==> src/pwr_mode_map.vh <==
// Purpose: Constants for the sleep and idle power mode sequencer.
// Assumes: One 250 MHz system clock, period 4 ns.
// Notes:   Delay times are in nanoseconds; cycle counts are sized for the counters.
`ifndef PWR_MODE_MAP_VH
`define PWR_MODE_MAP_VH

// ****************************************************************
// Clock and delay timing
// ****************************************************************
`define CLK_PERIOD_NS        4
`define CPU_READY_TIME_NS    2000
// The readiness count is the readiness time divided by the clock period.
`define CPU_READY_CYCLES     16'h01F4
`define OSC_STARTUP_CYCLES   16'h0400
`define PLL_LOCK_CYCLES      16'h0200
`define CNT_W                16

// ****************************************************************
// System clock select encodings
// ****************************************************************
`define SCS_PRIMARY          2'h0
`define SCS_SECONDARY        2'h1
`define SCS_INTERNAL         2'h2

// ****************************************************************
// Primary oscillator modes
// ****************************************************************
`define OSC_LOW_POWER_XTAL   3'h0
`define OSC_STANDARD_XTAL    3'h1
`define OSC_HIGH_SPEED_XTAL  3'h2
`define OSC_PLL_XTAL         3'h3
`define OSC_EXTERNAL_CLOCK   3'h4
`define OSC_RC               3'h5
`define OSC_INTERNAL_IO      3'h6

`endif

==> src/delay_counter.v <==
// Purpose: Loadable down counter that emits a one-cycle done pulse.
// Assumes: Synchronous active-high reset.
// Notes:   A start while running restarts the count.
`timescale 1ns/1ps
`include "pwr_mode_map.vh"

module delay_counter #(
  parameter [`CNT_W-1:0] LENGTH = 16'h0001
) (
  input  wire clock_in,   // System clock.
  input  wire rst_in,     // Synchronous reset.
  input  wire start_in,   // Begin a new count.
  input  wire abort_in,   // Cancel a running count.
  output reg  busy_out,   // Count in progress.
  output reg  done_out    // One-cycle pulse at the end.
);

  reg [`CNT_W-1:0] count_q;

  // ****************************************************************
  // Counter
  // ****************************************************************
  // Counts LENGTH cycles, then pulses done once.
  always @(posedge clock_in) begin
    done_out <= 1'b0;
    if (rst_in || abort_in) begin
      count_q  <= {`CNT_W{1'b0}};
      busy_out <= 1'b0;
    end else if (start_in) begin
      count_q  <= LENGTH;
      busy_out <= 1'b1;
    end else if (busy_out) begin
      if (count_q <= 16'h0001) begin
        busy_out <= 1'b0;
        done_out <= 1'b1;
      end else begin
        count_q <= count_q - 16'h0001;
      end
    end
  end

endmodule

==> src/sleep_idle_power_mode_control.v <==
// Purpose: Sleep and idle power mode sequencer with wake-up delays.
// Assumes: Core, oscillators and watchdog share the system clock.
// Notes:   Clock gates and oscillator enables are registered outputs.
// Operation
// - Halt with idle select clear enters sleep.
// - Sleep stops oscillator, clears clock status bits.
// - Sleep entry performs no clock switch.
// - Watchdog RC and secondary oscillator keep running.
// - Sleep wake waits for selected source ready.
// - Two-speed or fail-safe wakes on internal oscillator.
// - Primary running flag set when primary clocks.
// - Wake keeps idle select and clock select.
// - Idle stops CPU clock, peripherals keep running.
// - Idle entry keeps clock status bits.
// - Idle exits only on interrupt, watchdog, reset.
// - Idle wake waits CPU readiness delay.
// - Idle exit runs from idle's clock source.
// - Watchdog wake enters currently selected run state.
// - Skip start-up timer for primary idle, non-crystal.
// - Readiness delay always applies; resume right after.
// - Readiness delay runs parallel with start-up timer.
// - Internal oscillator wake runs during its stabilization.
`timescale 1ns/1ps
`include "pwr_mode_map.vh"

module sleep_idle_power_mode_control #(
  parameter [`CNT_W-1:0] OST_CYCLES   = `OSC_STARTUP_CYCLES,
  parameter [`CNT_W-1:0] READY_CYCLES = `CPU_READY_CYCLES
) (
  input  wire       clock_in,                   // System clock.
  input  wire       rst_in,                     // Synchronous reset.
  input  wire       halt_instr_in,              // Power-down instruction executed.
  input  wire       idle_on_halt_select_in,     // Idle select bit from core.
  input  wire [1:0] system_clock_select_in,     // Clock source select field.
  input  wire [2:0] primary_osc_mode_in,        // Primary oscillator mode.
  input  wire       two_speed_startup_in,       // Two-speed start-up enabled.
  input  wire       fail_safe_monitor_in,       // Fail-safe clock monitor enabled.
  input  wire       watchdog_timer_enable_in,   // Watchdog selected.
  input  wire       secondary_timer_osc_en_in,  // Secondary timer oscillator enabled.
  input  wire       irq_in,                     // Pending interrupt.
  input  wire       wdt_timeout_in,             // Watchdog time-out.
  input  wire       soft_reset_in,              // Reset wake event.
  input  wire       internal_osc_ready_in,      // Internal oscillator usable.
  input  wire       secondary_osc_ready_in,     // Secondary oscillator usable.
  output reg        cpu_clock_en_out,           // CPU clock gate.
  output reg        periph_clock_en_out,        // Peripheral clock gate.
  output reg        primary_osc_en_out,         // Primary oscillator enable.
  output reg        internal_osc_en_out,        // Internal oscillator block enable.
  output reg        low_freq_internal_rc_en_out, // Low-frequency RC enable.
  output reg        secondary_osc_en_out,       // Secondary oscillator enable.
  output reg  [1:0] active_clock_source_out,    // Source supplying clocks.
  output reg        primary_clock_running_flag_out, // Primary clock running.
  output reg        internal_osc_stable_flag_out,   // Internal source status.
  output reg        sleeping_out,               // In full sleep.
  output reg        idling_out,                 // In an idle state.
  output reg        wdt_wake_out                // Last wake was watchdog.
);

  // ****************************************************************
  // States
  // ****************************************************************
  // Run moves to sleep or idle on a halt. A qualified wake moves to the wake
  // state, which keeps the CPU clock off until the readiness delay and the
  // selected source are both done, and then returns to run.
  // Codes above the wake state are unused and fall back to run.
  // The select inputs are only read here, so no state ever alters them.
  localparam [2:0] ST_RUN   = 3'h0;
  localparam [2:0] ST_SLEEP = 3'h1;
  localparam [2:0] ST_IDLE  = 3'h2;
  localparam [2:0] ST_WAKE  = 3'h3;

  reg  [2:0] state_q;
  reg  [2:0] state_d;
  reg  [1:0] idle_source_q;
  reg        from_sleep_q;
  reg        ost_needed_q;
  reg        ost_done_q;
  reg        ready_done_q;
  reg        ost_start;
  wire       wake;
  wire       wdt_cause;
  wire       ost_done;
  wire       ready_done;
  wire       crystal_mode;
  wire       early_internal;
  wire       source_ready;
  wire       wake_done;

  // Crystal and PLL crystal modes are the only ones needing start-up.
  assign crystal_mode = (primary_osc_mode_in == `OSC_LOW_POWER_XTAL) ||
                        (primary_osc_mode_in == `OSC_STANDARD_XTAL) ||
                        (primary_osc_mode_in == `OSC_HIGH_SPEED_XTAL) ||
                        (primary_osc_mode_in == `OSC_PLL_XTAL);
  // Either feature brings the internal block up at once after a sleep wake.
  assign early_internal = two_speed_startup_in || fail_safe_monitor_in;

  // ****************************************************************
  // Sub-blocks
  // ****************************************************************
  wake_source_filter u_wake (
    .clock_in       (clock_in),
    .rst_in         (rst_in),
    .irq_in         (irq_in),
    .wdt_timeout_in (wdt_timeout_in),
    .soft_reset_in  (soft_reset_in),
    .armed_in       ((state_q == ST_SLEEP) || (state_q == ST_IDLE)),
    .wake_out       (wake),
    .wdt_cause_out  (wdt_cause)
  );

  // Busy flags are not needed; the done pulses are latched instead.
  delay_counter #(.LENGTH(OST_CYCLES)) u_ost (
    .clock_in (clock_in),
    .rst_in   (rst_in),
    .start_in (ost_start),
    .abort_in (1'b0),
    .busy_out (),
    .done_out (ost_done)
  );

  // The readiness delay starts on the same wake pulse as the start-up timer.
  // Its done pulse lands LENGTH cycles after the wake pulse, so the CPU clock
  // returns a few cycles more than the readiness count after the cause.
  delay_counter #(.LENGTH(READY_CYCLES)) u_ready (
    .clock_in (clock_in),
    .rst_in   (rst_in),
    .start_in (wake),
    .abort_in (1'b0),
    .busy_out (),
    .done_out (ready_done)
  );

  // Start-up timer only for a primary crystal source woken from sleep.
  always @* begin
    ost_start = wake && from_sleep_q && crystal_mode && !early_internal &&
                (system_clock_select_in == `SCS_PRIMARY);
  end

  // ****************************************************************
  // Readiness of the selected source
  // ****************************************************************
  // Internal oscillator counts as ready at once; execution runs during settle.
  assign source_ready =
    !from_sleep_q || early_internal ? 1'b1 :
    (system_clock_select_in == `SCS_PRIMARY)   ? (!ost_needed_q || ost_done_q) :
    (system_clock_select_in == `SCS_SECONDARY) ? secondary_osc_ready_in :
    1'b1;
  assign wake_done = ready_done_q && source_ready;

  // ****************************************************************
  // Next state
  // ****************************************************************
  always @* begin
    state_d = state_q;
    case (state_q)
      ST_RUN: begin
        if (halt_instr_in && idle_on_halt_select_in) begin
          state_d = ST_IDLE;
        end else if (halt_instr_in) begin
          state_d = ST_SLEEP;
        end
      end
      ST_SLEEP: begin
        if (wake) begin
          state_d = ST_WAKE;
        end
      end
      ST_IDLE: begin
        if (wake) begin
          state_d = ST_WAKE;
        end
      end
      ST_WAKE: begin
        if (wake_done) begin
          state_d = ST_RUN;
        end
      end
      default: begin
        state_d = ST_RUN;
      end
    endcase
  end

  // ****************************************************************
  // Sequencer registers
  // ****************************************************************
  // Mode select inputs are only read, never written, so wake leaves them alone.
  always @(posedge clock_in) begin
    if (rst_in) begin
      state_q       <= ST_RUN;
      idle_source_q <= `SCS_PRIMARY;
      from_sleep_q  <= 1'b0;
      ost_needed_q  <= 1'b0;
      ost_done_q    <= 1'b0;
      ready_done_q  <= 1'b0;
      wdt_wake_out  <= 1'b0;
    end else begin
      state_q <= state_d;
      if (state_q == ST_RUN && halt_instr_in) begin
        idle_source_q <= system_clock_select_in;
        from_sleep_q  <= !idle_on_halt_select_in;
        ost_done_q    <= 1'b0;
        ready_done_q  <= 1'b0;
      end
      if (ost_start) begin
        ost_needed_q <= 1'b1;
      end else if (wake) begin
        ost_needed_q <= 1'b0;
      end
      if (ost_done) begin
        ost_done_q <= 1'b1;
      end
      if (ready_done) begin
        ready_done_q <= 1'b1;
      end
      if (wake) begin
        wdt_wake_out <= wdt_cause;
      end
    end
  end

  // ****************************************************************
  // Clock gates, oscillator enables and status
  // ****************************************************************
  // Outputs follow the next state so they settle with it.
  always @(posedge clock_in) begin
    if (rst_in) begin
      cpu_clock_en_out               <= 1'b1;
      periph_clock_en_out            <= 1'b1;
      primary_osc_en_out             <= 1'b1;
      internal_osc_en_out            <= 1'b0;
      low_freq_internal_rc_en_out    <= 1'b0;
      secondary_osc_en_out           <= 1'b0;
      active_clock_source_out        <= `SCS_PRIMARY;
      primary_clock_running_flag_out <= 1'b1;
      internal_osc_stable_flag_out   <= 1'b0;
      sleeping_out                   <= 1'b0;
      idling_out                     <= 1'b0;
    end else begin
      sleeping_out <= (state_d == ST_SLEEP);
      idling_out   <= (state_d == ST_IDLE);
      low_freq_internal_rc_en_out <= watchdog_timer_enable_in;
      // A selected secondary source stops in sleep unless its timer keeps it on.
      secondary_osc_en_out        <= secondary_timer_osc_en_in ||
                                     ((system_clock_select_in == `SCS_SECONDARY) &&
                                      (state_d != ST_SLEEP));
      case (state_d)
        ST_SLEEP: begin
          // Stop CPU and peripheral clocks, primary and internal oscillators directly, no switch to another clock first.
          cpu_clock_en_out               <= 1'b0;
          periph_clock_en_out            <= 1'b0;
          primary_osc_en_out             <= 1'b0;
          internal_osc_en_out            <= 1'b0;
          primary_clock_running_flag_out <= 1'b0;
          internal_osc_stable_flag_out   <= 1'b0;
        end
        ST_IDLE: begin
          // Status bits untouched; peripherals keep their source.
          cpu_clock_en_out    <= 1'b0;
          periph_clock_en_out <= 1'b1;
        end
        ST_WAKE: begin
          // CPU stays gated; peripherals run only where a clock is already valid.
          cpu_clock_en_out    <= 1'b0;
          primary_osc_en_out  <= (system_clock_select_in == `SCS_PRIMARY);
          internal_osc_en_out <= (system_clock_select_in == `SCS_INTERNAL) || early_internal;
          if (from_sleep_q && early_internal) begin
            periph_clock_en_out     <= 1'b1;
            active_clock_source_out <= `SCS_INTERNAL;
          end else begin
            periph_clock_en_out <= !from_sleep_q;
          end
        end
        ST_RUN: begin
          cpu_clock_en_out    <= 1'b1;
          periph_clock_en_out <= 1'b1;
          if (state_q == ST_WAKE) begin
            // Idle resumes its own source; sleep resumes the selected one.
            active_clock_source_out <= from_sleep_q ? system_clock_select_in : idle_source_q;
            primary_clock_running_flag_out <=
              ((from_sleep_q ? system_clock_select_in : idle_source_q) == `SCS_PRIMARY);
            internal_osc_stable_flag_out <=
              ((from_sleep_q ? system_clock_select_in : idle_source_q) == `SCS_INTERNAL) &&
              internal_osc_ready_in;
          end else begin
            // Plain run tracks the select field as the core writes it.
            active_clock_source_out        <= system_clock_select_in;
            primary_osc_en_out             <= 1'b1;
            internal_osc_en_out            <= (system_clock_select_in == `SCS_INTERNAL);
            primary_clock_running_flag_out <= (system_clock_select_in == `SCS_PRIMARY);
            internal_osc_stable_flag_out   <= (system_clock_select_in == `SCS_INTERNAL) &&
                                              internal_osc_ready_in;
          end
        end
        default: begin
          cpu_clock_en_out <= 1'b1;
        end
      endcase
    end
  end

endmodule

==> src/wake_source_filter.v <==
// Purpose: Qualifies wake events; only interrupt, watchdog or reset count.
// Assumes: Event inputs are synchronous pulses or levels.
// Notes:   Output is registered, one cycle after the cause.
`timescale 1ns/1ps

module wake_source_filter (
  input  wire clock_in,         // System clock.
  input  wire rst_in,           // Synchronous reset.
  input  wire irq_in,           // Pending enabled interrupt.
  input  wire wdt_timeout_in,   // Watchdog time-out.
  input  wire soft_reset_in,    // Reset request while in low power.
  input  wire armed_in,         // Sequencer is asleep or idle.
  output reg  wake_out,         // Wake pulse, two cycles for a held cause.
  output reg  wdt_cause_out     // Wake came from the watchdog.
);

  // ****************************************************************
  // Wake qualification
  // ****************************************************************
  // Any other activity is ignored while armed.
  always @(posedge clock_in) begin
    if (rst_in) begin
      wake_out      <= 1'b0;
      wdt_cause_out <= 1'b0;
    end else begin
      wake_out      <= armed_in && (irq_in || wdt_timeout_in || soft_reset_in);
      wdt_cause_out <= armed_in && wdt_timeout_in;
    end
  end

endmodule
==> config.mk <==
export PLATFORM = sky130hd
export DESIGN_NAME = sleep_idle_power_mode_control
export DESIGN_NICKNAME = d
export VERILOG_FILES = /design/src/delay_counter.v /design/src/sleep_idle_power_mode_control.v /design/src/wake_source_filter.v
export VERILOG_INCLUDE_DIRS = /design/src
export SDC_FILE = /design/constraint.sdc
export NUM_CORES = 1
export LEC_CHECK = 0
export BUFFER_PORTS_ARGS = -buffer_cell sky130_fd_sc_hd__buf_2
export CELL_PAD_IN_SITES_DETAIL_PLACEMENT = 2
export CELL_PAD_IN_SITES_GLOBAL_PLACEMENT = 2
export CORE_AREA = 2 2 104 106
export CTS_CLUSTER_SIZE = 30
export DETAILED_ROUTE_END_ITERATION = 10
export DIE_AREA = 0 0 106 108
export PLACE_DENSITY = 0.77
export SYNTH_ARGS = -nofsm -noshare
export SYNTH_HDL_FRONTEND = slang
export SYNTH_HIERARCHICAL = 1
export SYNTH_SLANG_ARGS = --single-unit
==> constraint.sdc <==
create_clock -name clock_in -period 2.2 [get_ports clock_in]
set_clock_uncertainty 0.1 [all_clocks]
set_input_delay 0.22 -clock clock_in [delete_from_list [all_inputs] [get_ports clock_in]]
set_output_delay 0.22 -clock clock_in [all_outputs]
set_load 0.03 [all_outputs]
# After elaboration in Yosys (flattened, before gate mapping)
# Cells that the tools add are included.
# totals
ff_bits	60
latch_bits	0
ramBits	0
mem_bits_ro	0
output_inout_bits	13
word_cells	150
memories	0
# classes
n_addsub	2
multipliers	0
n_div	0
n_lt_le_gt_ge	2
n_eq_ne	17
shifts	0
muxes	42
n_bitwise	4
reduce_logical	55
# op_table
cell	n
$mux 11	3
$le 16x1->1 const B	2
$sub 16x1->16 const B	2
$mux 9	3
$mux 1	22
$eq 3x2->1 const B	6
$reduce_bool 2->1	7
$logic_and 1x1->1	13
$mux 3	4
$reduce_and 2->1	6
$logic_or 1x1->1	11
$eq 3x1->1 const B	3
$logic_not 3->1	3
$pmux 1 s3	3
$pmux 3 s3	1
$reduce_or 3->1	3
$ne 2x2->1 const B	4
$reduce_or 2->1	4
$mux 2	3
$reduce_bool 3->1	2
$eq 2x2->1 const B	2
$logic_not 1->1	4
$logic_not 2->1	2
$not 1->1	4
other kinds (4)	5

# Logic depth before layout (Yosys ltp)
# Gate-level depths: netlist of the first run.
# depth
word_depth	10
depth_mapped	8
depth_no_buf	7

# By module
# The synthesis of the first run kept the hierarchy.
# modules_own_cells
module	instances	cells_each	area_each_um2	seq_area_each_um2
sleep_idle_power_mode_control	1	120	1032.2	440.4
delay_counter (u_ost)	1	115	992.2	360.3
delay_counter (u_ready)	1	103	938.4	360.3
wake_source_filter	1	5	72.6	40.0

# Worst setup path after synthesis of the first run
# OpenSTA, ideal clock, no wires.
# synth_path
path_type	reg2reg
startpoint	register from_sleep_q
endpoint	register u_ost.count_q[1]
setup_ns	0.121
t_arrival_ns	1.859
required_time_ns	1.979
slack_ns	0.120
stages_incl_launch_ff	7
n_path_buf	1
synth_period_minus_slack_ns	2.080
path_cell_list	dfxtp_1 -> or3b_4 -> nor4_1 -> or3_1 -> buf_4 -> nor2_1 -> mux2_2
# synth_between
elab_chain_cells	5
# synth_lines
element	line_no	rtl
from (decl)	sleep_idle_power_mode_control.v:75	reg from_sleep_q;
from (signal assigned)	sleep_idle_power_mode_control.v:201	from_sleep_q <= !idle_on_halt_select_in;
$logic_and 1x1->1 (4 in a row)	sleep_idle_power_mode_control.v:135	ost_start = wake && from_sleep_q && crystal_mode && !early_internal &&
net ost_start	sleep_idle_power_mode_control.v:79	reg ost_start;
$reduce_or 2->1 (no source line)	-	
to (signal assigned)	delay_counter.v:27	count_q <= {`CNT_W{1'b0}};
to (signal assigned)	delay_counter.v:37	count_q <= count_q - 16'h0001;
to (decl)	delay_counter.v:18	reg [`CNT_W-1:0] count_q;
# The timed path passes the listed nets, and every way through them passes these cells.
# A chain may end at the register's enable or synchronous reset.

# Worst setup path after layout of the first run
# layout_path
startpoint	register u_ost.count_q[3]
endpoint	register u_ost.count_q[10]
# layout_between
elab_chain_cells	4
word_cells_on_any_way	7
# layout_lines
element	line_no	rtl
$sub 16x1->16	delay_counter.v:37	
$mux 11	delay_counter.v:33	if (count_q <= 16'h0001) begin
$mux 11	delay_counter.v:32	end else if (busy_out) begin
$mux 11	delay_counter.v:29	end else if (start_in) begin
# Parallel ways exist; a longest one is shown, timed or not. The select of a mux whose other input is x is not followed.

==> results.sh, run 1 <==
export IMPL_grt_max_degree=23
export IMPL_fin_setup_tns_ps=0
export IMPL_netlist_cell_type_count=73
export IMPL_status="finished, final reports clean"
export IMPL_grt_pass1_wl_mm=15.0
export IMPL_nets=422
export IMPL_period_share_pct=96.8
export IMPL_arrival_ps=2270
export IMPL_fin_cells=540
export IMPL_use_met2_pct=31.6
export IMPL_dp_cells=523
export IMPL_dieArea_um2=11400
export IMPL_syn_inst=343
export IMPL_initial_utilization_pct=29.7
export IMPL_hold_path_class="in -> reg"
export IMPL_cpLargestDelayFamily="simple AND/OR/NAND/NOR gates"
export IMPL_drive_gt1_share_pct=24.3
export IMPL_period_minus_slack_ps=2130
export IMPL_grt_ovfl_total=0
export IMPL_final_hold_viol_count=0
export IMPL_slew_headroom_pct=56.3
export IMPL_pin_count=31
export IMPL_totalWireLength_mm=9.04
export IMPL_ys_flop_type="dfxtp_1"
export IMPL_ys_warn_count=6
export IMPL_grt_busiest_layer="met2"
export IMPL_critPathKind="reg -> reg"
export IMPL_cp_end_kind="register"
export IMPL_fmax_mhz=470
export IMPL_routedWlPerCell_um=16.7
export IMPL_die_x_um=106
export IMPL_first_iter_violations=60
export IMPL_synth_area_per_cell_um2=8.85
export IMPL_max_stage_delay_ps=650
export IMPL_tightest_slew_ps=653
export IMPL_port_buffers=28
export IMPL_leakage_nw=1.48
export IMPL_ir_worst_vdd_uv=376
export IMPL_maxCapViolCount=0
export IMPL_cts_made_buffers=9
export IMPL_drc=0
export IMPL_path_cells="or3_1, or4_4, a211o_1, and3_1"
export IMPL_clockBufferDepth=2
export IMPL_vias=2800
export IMPL_gp_congestion=0.768
export IMPL_seq_area_frac_synth_pct=39.6
export IMPL_hold_slack_ps=27.3
export IMPL_maxSlewViolCount=0
export IMPL_antenna_found_initial=0
export IMPL_p_per_area_nw_per_um2=659
export IMPL_die_h_um=108
export IMPL_worstSetupStartpointType="register"
export IMPL_vias_per_cell=5.19
export IMPL_path_buf_inv=0
export IMPL_firstDrtPassIters=4
export IMPL_clock_latency_ps=340
export IMPL_htreeDepth=3
export IMPL_clk_pin_slew_worst_paths_ps=70
export IMPL_synth_edff_count=0
export IMPL_nFillCells=1168
export IMPL_ant_nets=0
export IMPL_clock_root_buffer="clkbuf_8"
export IMPL_finalSetupViolCount=0
export IMPL_ys_ff_latch=60
export IMPL_cts_tree="done"
export IMPL_grt_setup_unrepaired="no"
export IMPL_reg2reg_depth=4
export IMPL_cp_max_fo=11
export IMPL_synthesis_area_um2=3040
export IMPL_cp_required_ps=2340
export IMPL_track_usage_pct=16.8
export IMPL_synthToLayoutAreaGrowth_pct=22.9
export IMPL_crit_cells=4
export IMPL_cts_sinks=60
export IMPL_grt_pass1_vias=3056
export IMPL_async_reset_ff_share_pct=0
export IMPL_place_hpwl_mm=6.75
export IMPL_num_rows=37
export IMPL_n_antenna_cell=0
export IMPL_core_area_um2=10200
export IMPL_gr_usage_met1_pct=18.3
export IMPL_hold_depth=3
export IMPL_crit_slowest_cell="or4_4"
export IMPL_use_met3_pct=3.92
power breakdown:
group	internal, mW	switching (mW)	leakage [nW]
Combinational	0.0737	0.122	0.884
Clock	0.691	0.448	0.111
Sequential	1.11	0.0149	0.487
Total	1.87	0.586	1.48
through the flow:
step | utilization [%] | power (mW) | instance area (um2) | worst slack, ps
floorplan | - | 1.26 | 3050 | 120
global placement | 34.0 | 1.33 | 3470 | 92.1
detailed placement | 34.0 | 1.34 | 3470 | -11.6
CTS | 36.3 | 2.50 | 3720 | 54.6
global route | 36.5 | 2.57 | 3730 | 7.37
finish | 36.5 | 2.46 | 3730 | 70.2
timing repair:
| item | CTS | global route |
|---|---|---|
| hold endpoints to repair | 1 | 0 |
| setup buffers | 1 | 0 |
| hold buffers | 1 | 0 |
| pin swaps | 1 | 1 |
| resized for setup | 0 | 6 |
| setup endpoints to repair | 2 | 7 |
layer usage:
layer | routed length, um | vias up
met5 | 0 | -
met4 | 189 | 0
met3 | 234 | 17
met2 | 4790 | 38
met1 | 3820 | 1388
li1 | - | 1357
worst min-delay path: cells and delay by family:
family	cells	cell delay (ps)
compound gates	1	60
buf+inv	2	150
state kept, by name (all words and copies together), names as in the netlist, 2 cells and up:
signal and flops:
idle_source_q 2, state_q 3, u_ready/count_q 16, active_clock_source_out 2, u_ost/count_q 16
cells in the final DEF, fill, tap and decap left out, types with 9 or more instances in the layout:
| cell | Yosys | routed |
|---|---|---|
| buf_4 | 2 | 27 |
| nor2_1 | 41 | 40 |
| buf_2 | 4 | 28 |
| clkbuf_8 | 0 | 11 |
| nand2_1 | 24 | 24 |
| dfxtp_1 | 60 | 59 |
| a21oi_1 | 27 | 27 |
| o21a_1 | 9 | 9 |
| inv_1 | 13 | 13 |
| nand2b_1 | 10 | 10 |
synthesized netlist by cell type, drive strengths merged (6+ instances only):
| cell type | n | area share (%) |
|---|---|---|
| a211o | 6 | 1.7 |
| a21oi | 30 | 5.3 |
| buf | 11 | 2.8 |
| dfxtp | 60 | 40 |
| inv | 13 | 1.6 |
| nand2 | 24 | 3.0 |
| nand2b | 10 | 2.1 |
| nor2 | 41 | 5.1 |
| nor3 | 9 | 1.6 |
| nor4 | 7 | 2.1 |
| o21a | 9 | 2.2 |
| o21ai | 11 | 1.9 |
| or3 | 8 | 1.7 |
| xnor2 | 8 | 2.3 |
| xor2 | 6 | 1.7 |
layout make-up:
cell class                 instances  area, um2  area share (%)
clock inverter                     4       72.6            1.95
clock buffer                      11        151            4.06
tap                              136        170            4.56
multi-input combinational        259       1710            45.9
sequential                        60       1200            32.2
inverter                          13       48.8            1.31
timing repair buffer              57        373            10.0
path summary, 6_finish.rpt:
path | start | endpoint | slack (ps)
worst min-delay path | secondary_timer_osc_en_in | secondary_osc_en_out$_SDFF_PP0_ | 30
worst max-delay path | u_ost/count_q[3]$_SDFFE_PP0P_ | u_ost/count_q[10]$_SDFFE_PP0P_ | 70
worst min register to register | u_ost/done_out$_SDFF_PP0_ | ost_done_q$_SDFFE_PP0P_ | 350
worst max register to register | u_ost/count_q[3]$_SDFFE_PP0P_ | u_ost/count_q[10]$_SDFFE_PP0P_ | 70
cells by family (layout without fill, tap and decap cells):
group	Yosys count	count (layout)	synth area share (%)
adder cells (fa/ha/maj)	4	4	1.65
buffers and inverters	29	85	5.07
AND/OR/NAND/NOR	142	142	27.5
XOR/XNOR	14	14	4.04
other	1	6	0.124
flip-flops	60	60	39.6
AO/OA/AOI/OAI	87	87	20.0
multiplexers	6	6	2.02
(Power assumes the default switching activity.)
==> run 2, diff against run 1 <==
--- a/config.mk
+++ b/config.mk
@@ -9,11 +9,11 @@
 export BUFFER_PORTS_ARGS = -buffer_cell sky130_fd_sc_hd__buf_2
 export CELL_PAD_IN_SITES_DETAIL_PLACEMENT = 2
 export CELL_PAD_IN_SITES_GLOBAL_PLACEMENT = 2
-export CORE_AREA = 2 2 104 106
+export CORE_AREA = 2 2 93 118
 export CTS_CLUSTER_SIZE = 30
 export DETAILED_ROUTE_END_ITERATION = 10
-export DIE_AREA = 0 0 106 108
-export PLACE_DENSITY = 0.77
+export DIE_AREA = 0 0 95 120
+export PLACE_DENSITY = 0.75
 export SYNTH_ARGS = -nofsm -noshare
 export SYNTH_HDL_FRONTEND = slang
 export SYNTH_HIERARCHICAL = 1
==> constraint.sdc (replaced) <==
create_clock -name clock_in -period 2.65 [get_ports clock_in]
set_clock_uncertainty 0.1 [all_clocks]
set_input_delay 0.265 -clock clock_in [delete_from_list [all_inputs] [get_ports clock_in]]
set_output_delay 0.265 -clock clock_in [all_outputs]
set_load 0.03 [all_outputs]
==> results.sh, run 2 (same netlist as run 1, synthesis figures left out) <==
export IMPL_pwr_share_comb_pct=7.0
export IMPL_dp_cells=502
export IMPL_routedWlPerCell_um=16.0
export IMPL_mostFrequentLayoutCell="dfxtp_1"
export IMPL_die_h_um=120
export IMPL_dieArea_um2=11400
export IMPL_n_antenna_cell=0
export IMPL_clock_root_buffer="clkbuf_16"
export IMPL_grt_max_degree=18
export IMPL_maxSlewViolCount=0
export IMPL_p_per_area_nw_per_um2=596
export IMPL_totalWireLength_mm=8.27
export IMPL_htreeDepth=3
export IMPL_grt_pass1_wl_mm=14.2
export IMPL_post_cts_buffers=0
export IMPL_clock_power_share_pct=49.4
export IMPL_ctsResizeCount=0
export IMPL_cp_required_ps=2770
export IMPL_power_frac_seq_pct=43.6
export IMPL_grt_setup_unrepaired="no"
export IMPL_cts_hold_buf=0
export IMPL_final_area_um2=3590
export IMPL_leakage_nw=1.39
export IMPL_place_hpwl_mm=5.99
export IMPL_num_rows=42
export IMPL_place_ws_ps=347
export IMPL_drive_gt1_share_pct=18.9
export IMPL_worstSetupStartpointType="register"
export IMPL_first_iter_violations=92
export IMPL_utilization_pct=34.7
export IMPL_gp_congestion=0.787
export IMPL_fmax_mhz=436
export IMPL_critPathKind="reg -> reg"
export IMPL_period_minus_slack_ps=2290
export IMPL_fin_setup_tns_ps=0
export IMPL_antenna_found_initial=0
export IMPL_cp_max_fo=8
export IMPL_finalSetupViolCount=0
export IMPL_vias_per_cell=5.22
export IMPL_cp_end_kind="register"
export IMPL_ir_worst_vdd_uv=283
export IMPL_clockBufferDepth=2
export IMPL_placed_area_um2=3330
export IMPL_initial_utilization_pct=29.3
export IMPL_drc=0
export IMPL_status="finished, final reports clean"
export IMPL_hold_path_class="in -> reg"
export IMPL_swShare_pct=24.0
export IMPL_grt_pass1_vias=2972
export IMPL_nets=403
export IMPL_port_buffers=28
export IMPL_p_switching_uw=513
export IMPL_firstDrtPassIters=4
export IMPL_clock_latency_ps=330
export IMPL_cts_tree="done"
export IMPL_cts_sinks=60
export IMPL_cts_made_buffers=9
export IMPL_clk_pin_slew_worst_paths_ps=50
export IMPL_setup_ws_ps=359
export IMPL_fin_cells=518
export IMPL_intPower_mw=1.63
export IMPL_grt_ovfl_total=0
export IMPL_core_area_um2=10400
export IMPL_synthToLayoutAreaGrowth_pct=18.4
export IMPL_period_share_pct=86.5
export IMPL_final_cell_mix="dfxtp_1, nor2_1, buf_2, a21oi_1, nand2_1"
export IMPL_power_mw=2.14
export IMPL_vias=2705
export IMPL_ant_nets=0
export IMPL_final_hold_viol_count=0
export IMPL_hold_slack_ps=55.1
export IMPL_maxCapViolCount=0
export IMPL_die_x_um=95
export IMPL_track_usage_pct=15.9
export IMPL_slew_headroom_pct=49.3
export IMPL_tightest_slew_ps=750
export IMPL_arrival_ps=2410
export IMPL_pin_count=31
export IMPL_reg_largest_list="u_ost/count_q x16, u_ready/count_q x16, state_q x3"
[run 2: cell count changes in the layout (fill, tap and decap cells not counted), moves of 2 or more]
| cell | change |
|---|---|
| clkbuf_8 | -10 |
| clkbuf_1 | +4 |
| bufinv_16 | -2 |
| clkbuf_16 | +9 |
| buf_4 | -17 |
[run 2: worst paths after layout]
path	to	from	depth (start not counted)	slack (ps)
min reg2reg	ready_done_q$_SDFFE_PP0P_	u_ready/done_out$_SDFF_PP0_	2	350
min	low_freq_internal_rc_en_out$_SDFF_PP0_	watchdog_timer_enable_in	2	60
max	u_ready/count_q[1]$_SDFFE_PP0P_	u_ready/count_q[11]$_SDFFE_PP0P_	4	360
max reg2reg	u_ready/count_q[1]$_SDFFE_PP0P_	u_ready/count_q[11]$_SDFFE_PP0P_	4	360
[run 2: worst max-delay path, cell delays in order (launching register included)]
cell      delay, ps
dfxtp_1         350
or4_4           570
nor4b_4         560
a21oi_1         270
a211oi_1        330
[run 2: metal layers]
metal  global-route usage [%]  wire [um]
met5                        0          0
met4                     6.61        197
met3                     3.89        254
met2                     27.7       4260
met1                     18.4       3550
[run 2: cell type report]
cell class | count | area (um2)
repair buffers | 38 | 215
clock inverters | 2 | 10.0
well taps | 132 | 165
flip-flops and latches | 60 | 1200
fillers | 1220 | 6760
clock buffers | 14 | 254
multi-input cells | 259 | 1700
inverters | 13 | 48.8
[run 2: power groups by stage]
stage / logic [mW] / registers (mW) / clock network, mW
2_1_floorplan: 0.0777 / 0.969 / 0
3_3_place_gp: 0.147 / 0.951 / 0
6_report: 0.150 / 0.933 / 1.06
5_1_grt: 0.168 / 0.935 / 1.14
3_5_place_dp: 0.151 / 0.952 / 0
4_1_cts: 0.152 / 0.933 / 1.10
==> run 3, diff against run 2 <==
==> constraint.sdc (replaced) <==
create_clock -name clock_in -period 2.56 [get_ports clock_in]
set_clock_uncertainty 0.1 [all_clocks]
set_input_delay 0.256 -clock clock_in [delete_from_list [all_inputs] [get_ports clock_in]]
set_output_delay 0.256 -clock clock_in [all_outputs]
set_load 0.03 [all_outputs]
==> results.sh, run 3 (same netlist as run 1, synthesis figures left out) <==
export IMPL_ctsResizeCount=0
export IMPL_cts_hold_buf=0
export IMPL_cts_tree="done"
export IMPL_grt_setup_unrepaired="no"
export IMPL_critPathCapture="u_ost/done_out$_SDFF_PP0_"
export IMPL_path_cells="or3b_4, nor4_1, buf_4, nor3_1, buf_4, nand2_1, nor3_1"
export IMPL_hold_path_class="in -> reg"
export IMPL_initial_utilization_pct=29.3
export IMPL_critPathKind="reg -> reg"
export IMPL_cp_required_ps=2700
export IMPL_vias_per_cell=5.16
export IMPL_ir_worst_vdd_uv=264
export IMPL_place_ws_ps=228
export IMPL_fmax_mhz=437
export IMPL_clock_latency_ps=330
export IMPL_drc=0
export IMPL_grt_max_degree=25
export IMPL_pin_count=31
export IMPL_cp_max_fo=8
export IMPL_period_minus_slack_ps=2290
export IMPL_setup_worst_path_start="from_sleep_q$_SDFFE_PP0P_"
export IMPL_finalSetupViolCount=0
export IMPL_timing_rr_start="from_sleep_q$_SDFFE_PP0P_"
export IMPL_grt_pass1_vias=2826
export IMPL_reg2reg_depth=7
export IMPL_grt_ovfl_total=0
export IMPL_port_buffers=28
export IMPL_crit_cells=7
export IMPL_ant_nets=0
export IMPL_firstDrtPassIters=4
export IMPL_worstSetupStartpointType="register"
export IMPL_slew_headroom_pct=29.7
export IMPL_drive_gt1_share_pct=18.7
export IMPL_first_iter_violations=53
export IMPL_r2r_end="u_ost/done_out$_SDFF_PP0_"
export IMPL_die_x_um=95
export IMPL_p_per_area_nw_per_um2=617
export IMPL_place_hpwl_mm=5.96
export IMPL_arrival_ps=2430
export IMPL_cts_made_buffers=9
export IMPL_post_cts_buffers=0
export IMPL_max_stage_delay_ps=800
export IMPL_grt_pass1_wl_mm=13.8
export IMPL_fin_setup_tns_ps=0
export IMPL_num_rows=42
export IMPL_cp_end_kind="register"
export IMPL_clockBufferDepth=2
export IMPL_die_h_um=120
export IMPL_crit_slowest_cell="nor3_1"
export IMPL_antenna_found_initial=0
export IMPL_core_area_um2=10400
export IMPL_mostFrequentLayoutCell="dfxtp_1"
export IMPL_final_cell_mix="dfxtp_1, nor2_1, buf_2, a21oi_1, nand2_1"
export IMPL_clock_root_buffer="clkbuf_16"
export IMPL_maxSlewViolCount=0
export IMPL_n_antenna_cell=0
export IMPL_track_usage_pct=15.5
export IMPL_htreeDepth=3
export IMPL_path_buf_inv=2
export IMPL_reg_largest_list="u_ost/count_q x16, u_ready/count_q x16, state_q x3"
export IMPL_leakage_nw=1.39
export IMPL_totalWireLength_mm=8.18
export IMPL_status="finished, final reports clean"
export IMPL_gp_congestion=0.757
export IMPL_synthToLayoutAreaGrowth_pct=18.1
export IMPL_final_hold_viol_count=0
export IMPL_nets=402
export IMPL_ff2ff_setup_slack_ps=270
export IMPL_setup_ws_ps=271
export IMPL_vias=2667
export IMPL_maxCapViolCount=0
export IMPL_cpLargestDelayFamily="simple AND/OR/NAND/NOR gates"
export IMPL_clk_pin_slew_worst_paths_ps=50
export IMPL_dieArea_um2=11400
export IMPL_period_share_pct=89.4
export IMPL_cts_sinks=60
export IMPL_tightest_slew_ps=1050
export IMPL_routedWlPerCell_um=15.8
run 3: worst min-delay path by stage:
stage | from | to | slack, ps | cells after the start
global route | watchdog_timer_enable_in | low_freq_internal_rc_en_out$_SDFF_PP0_ | 50 | 2
floorplan | rst_in | u_wake/wake_out$_SDFF_PP0_ | 230 | 1
finish | watchdog_timer_enable_in | low_freq_internal_rc_en_out$_SDFF_PP0_ | 50 | 2
CTS | watchdog_timer_enable_in | low_freq_internal_rc_en_out$_SDFF_PP0_ | 50 | 2
detailed placement | u_ost/done_out$_SDFF_PP0_ | ost_done_q$_SDFFE_PP0P_ | 340 | 2
global placement | u_ost/done_out$_SDFF_PP0_ | ost_done_q$_SDFFE_PP0P_ | 330 | 2
run 3: area by class of cell:
class | count | area, um2
multi-input combinational | 259 | 1700
tap | 132 | 165
fill | 1183 | 6770
clock inverter | 2 | 10.0
timing repair buffer | 37 | 208
inverter | 13 | 48.8
sequential | 60 | 1200
clock buffer | 14 | 254
run 3: per-stage QoR:
step | std cells | instance area (um2) | power (mW) | utilization (%) | hold WS [ps]
final | 517 | 3590 | 2.21 | 34.6 | 45.5
after global routing | 517 | 3590 | 2.32 | 34.6 | 54.8
after global placement | 501 | 3320 | 1.13 | 32.1 | 329
after floorplan | 348 | 3050 | 1.08 | - | 226
after detailed placement | 501 | 3320 | 1.14 | 32.1 | 338
after CTS | 517 | 3590 | 2.25 | 34.6 | 50.2
run 3: per-layer routing:
metal,share of wire [%],vias to the layer above,GRT usage [%],wire length (um)
met5,0,-,0,0
met4,1.2,0,5.71,97
met3,3.0,8,3.77,245
met1,43,1311,17.7,3500
li1,-,1313,-,-
met2,53,35,27.6,4340
run 3: power by group:
| group | switching [mW] | internal [mW] | leakage (nW) | total (mW) |
|---|---|---|---|---|
| Combinational | 0.0995 | 0.0531 | 0.771 | 0.153 |
| Clock | 0.414 | 0.678 | 0.131 | 1.09 |
| Sequential | 0.0125 | 0.953 | 0.487 | 0.965 |
| Total | 0.526 | 1.68 | 1.39 | 2.21 |
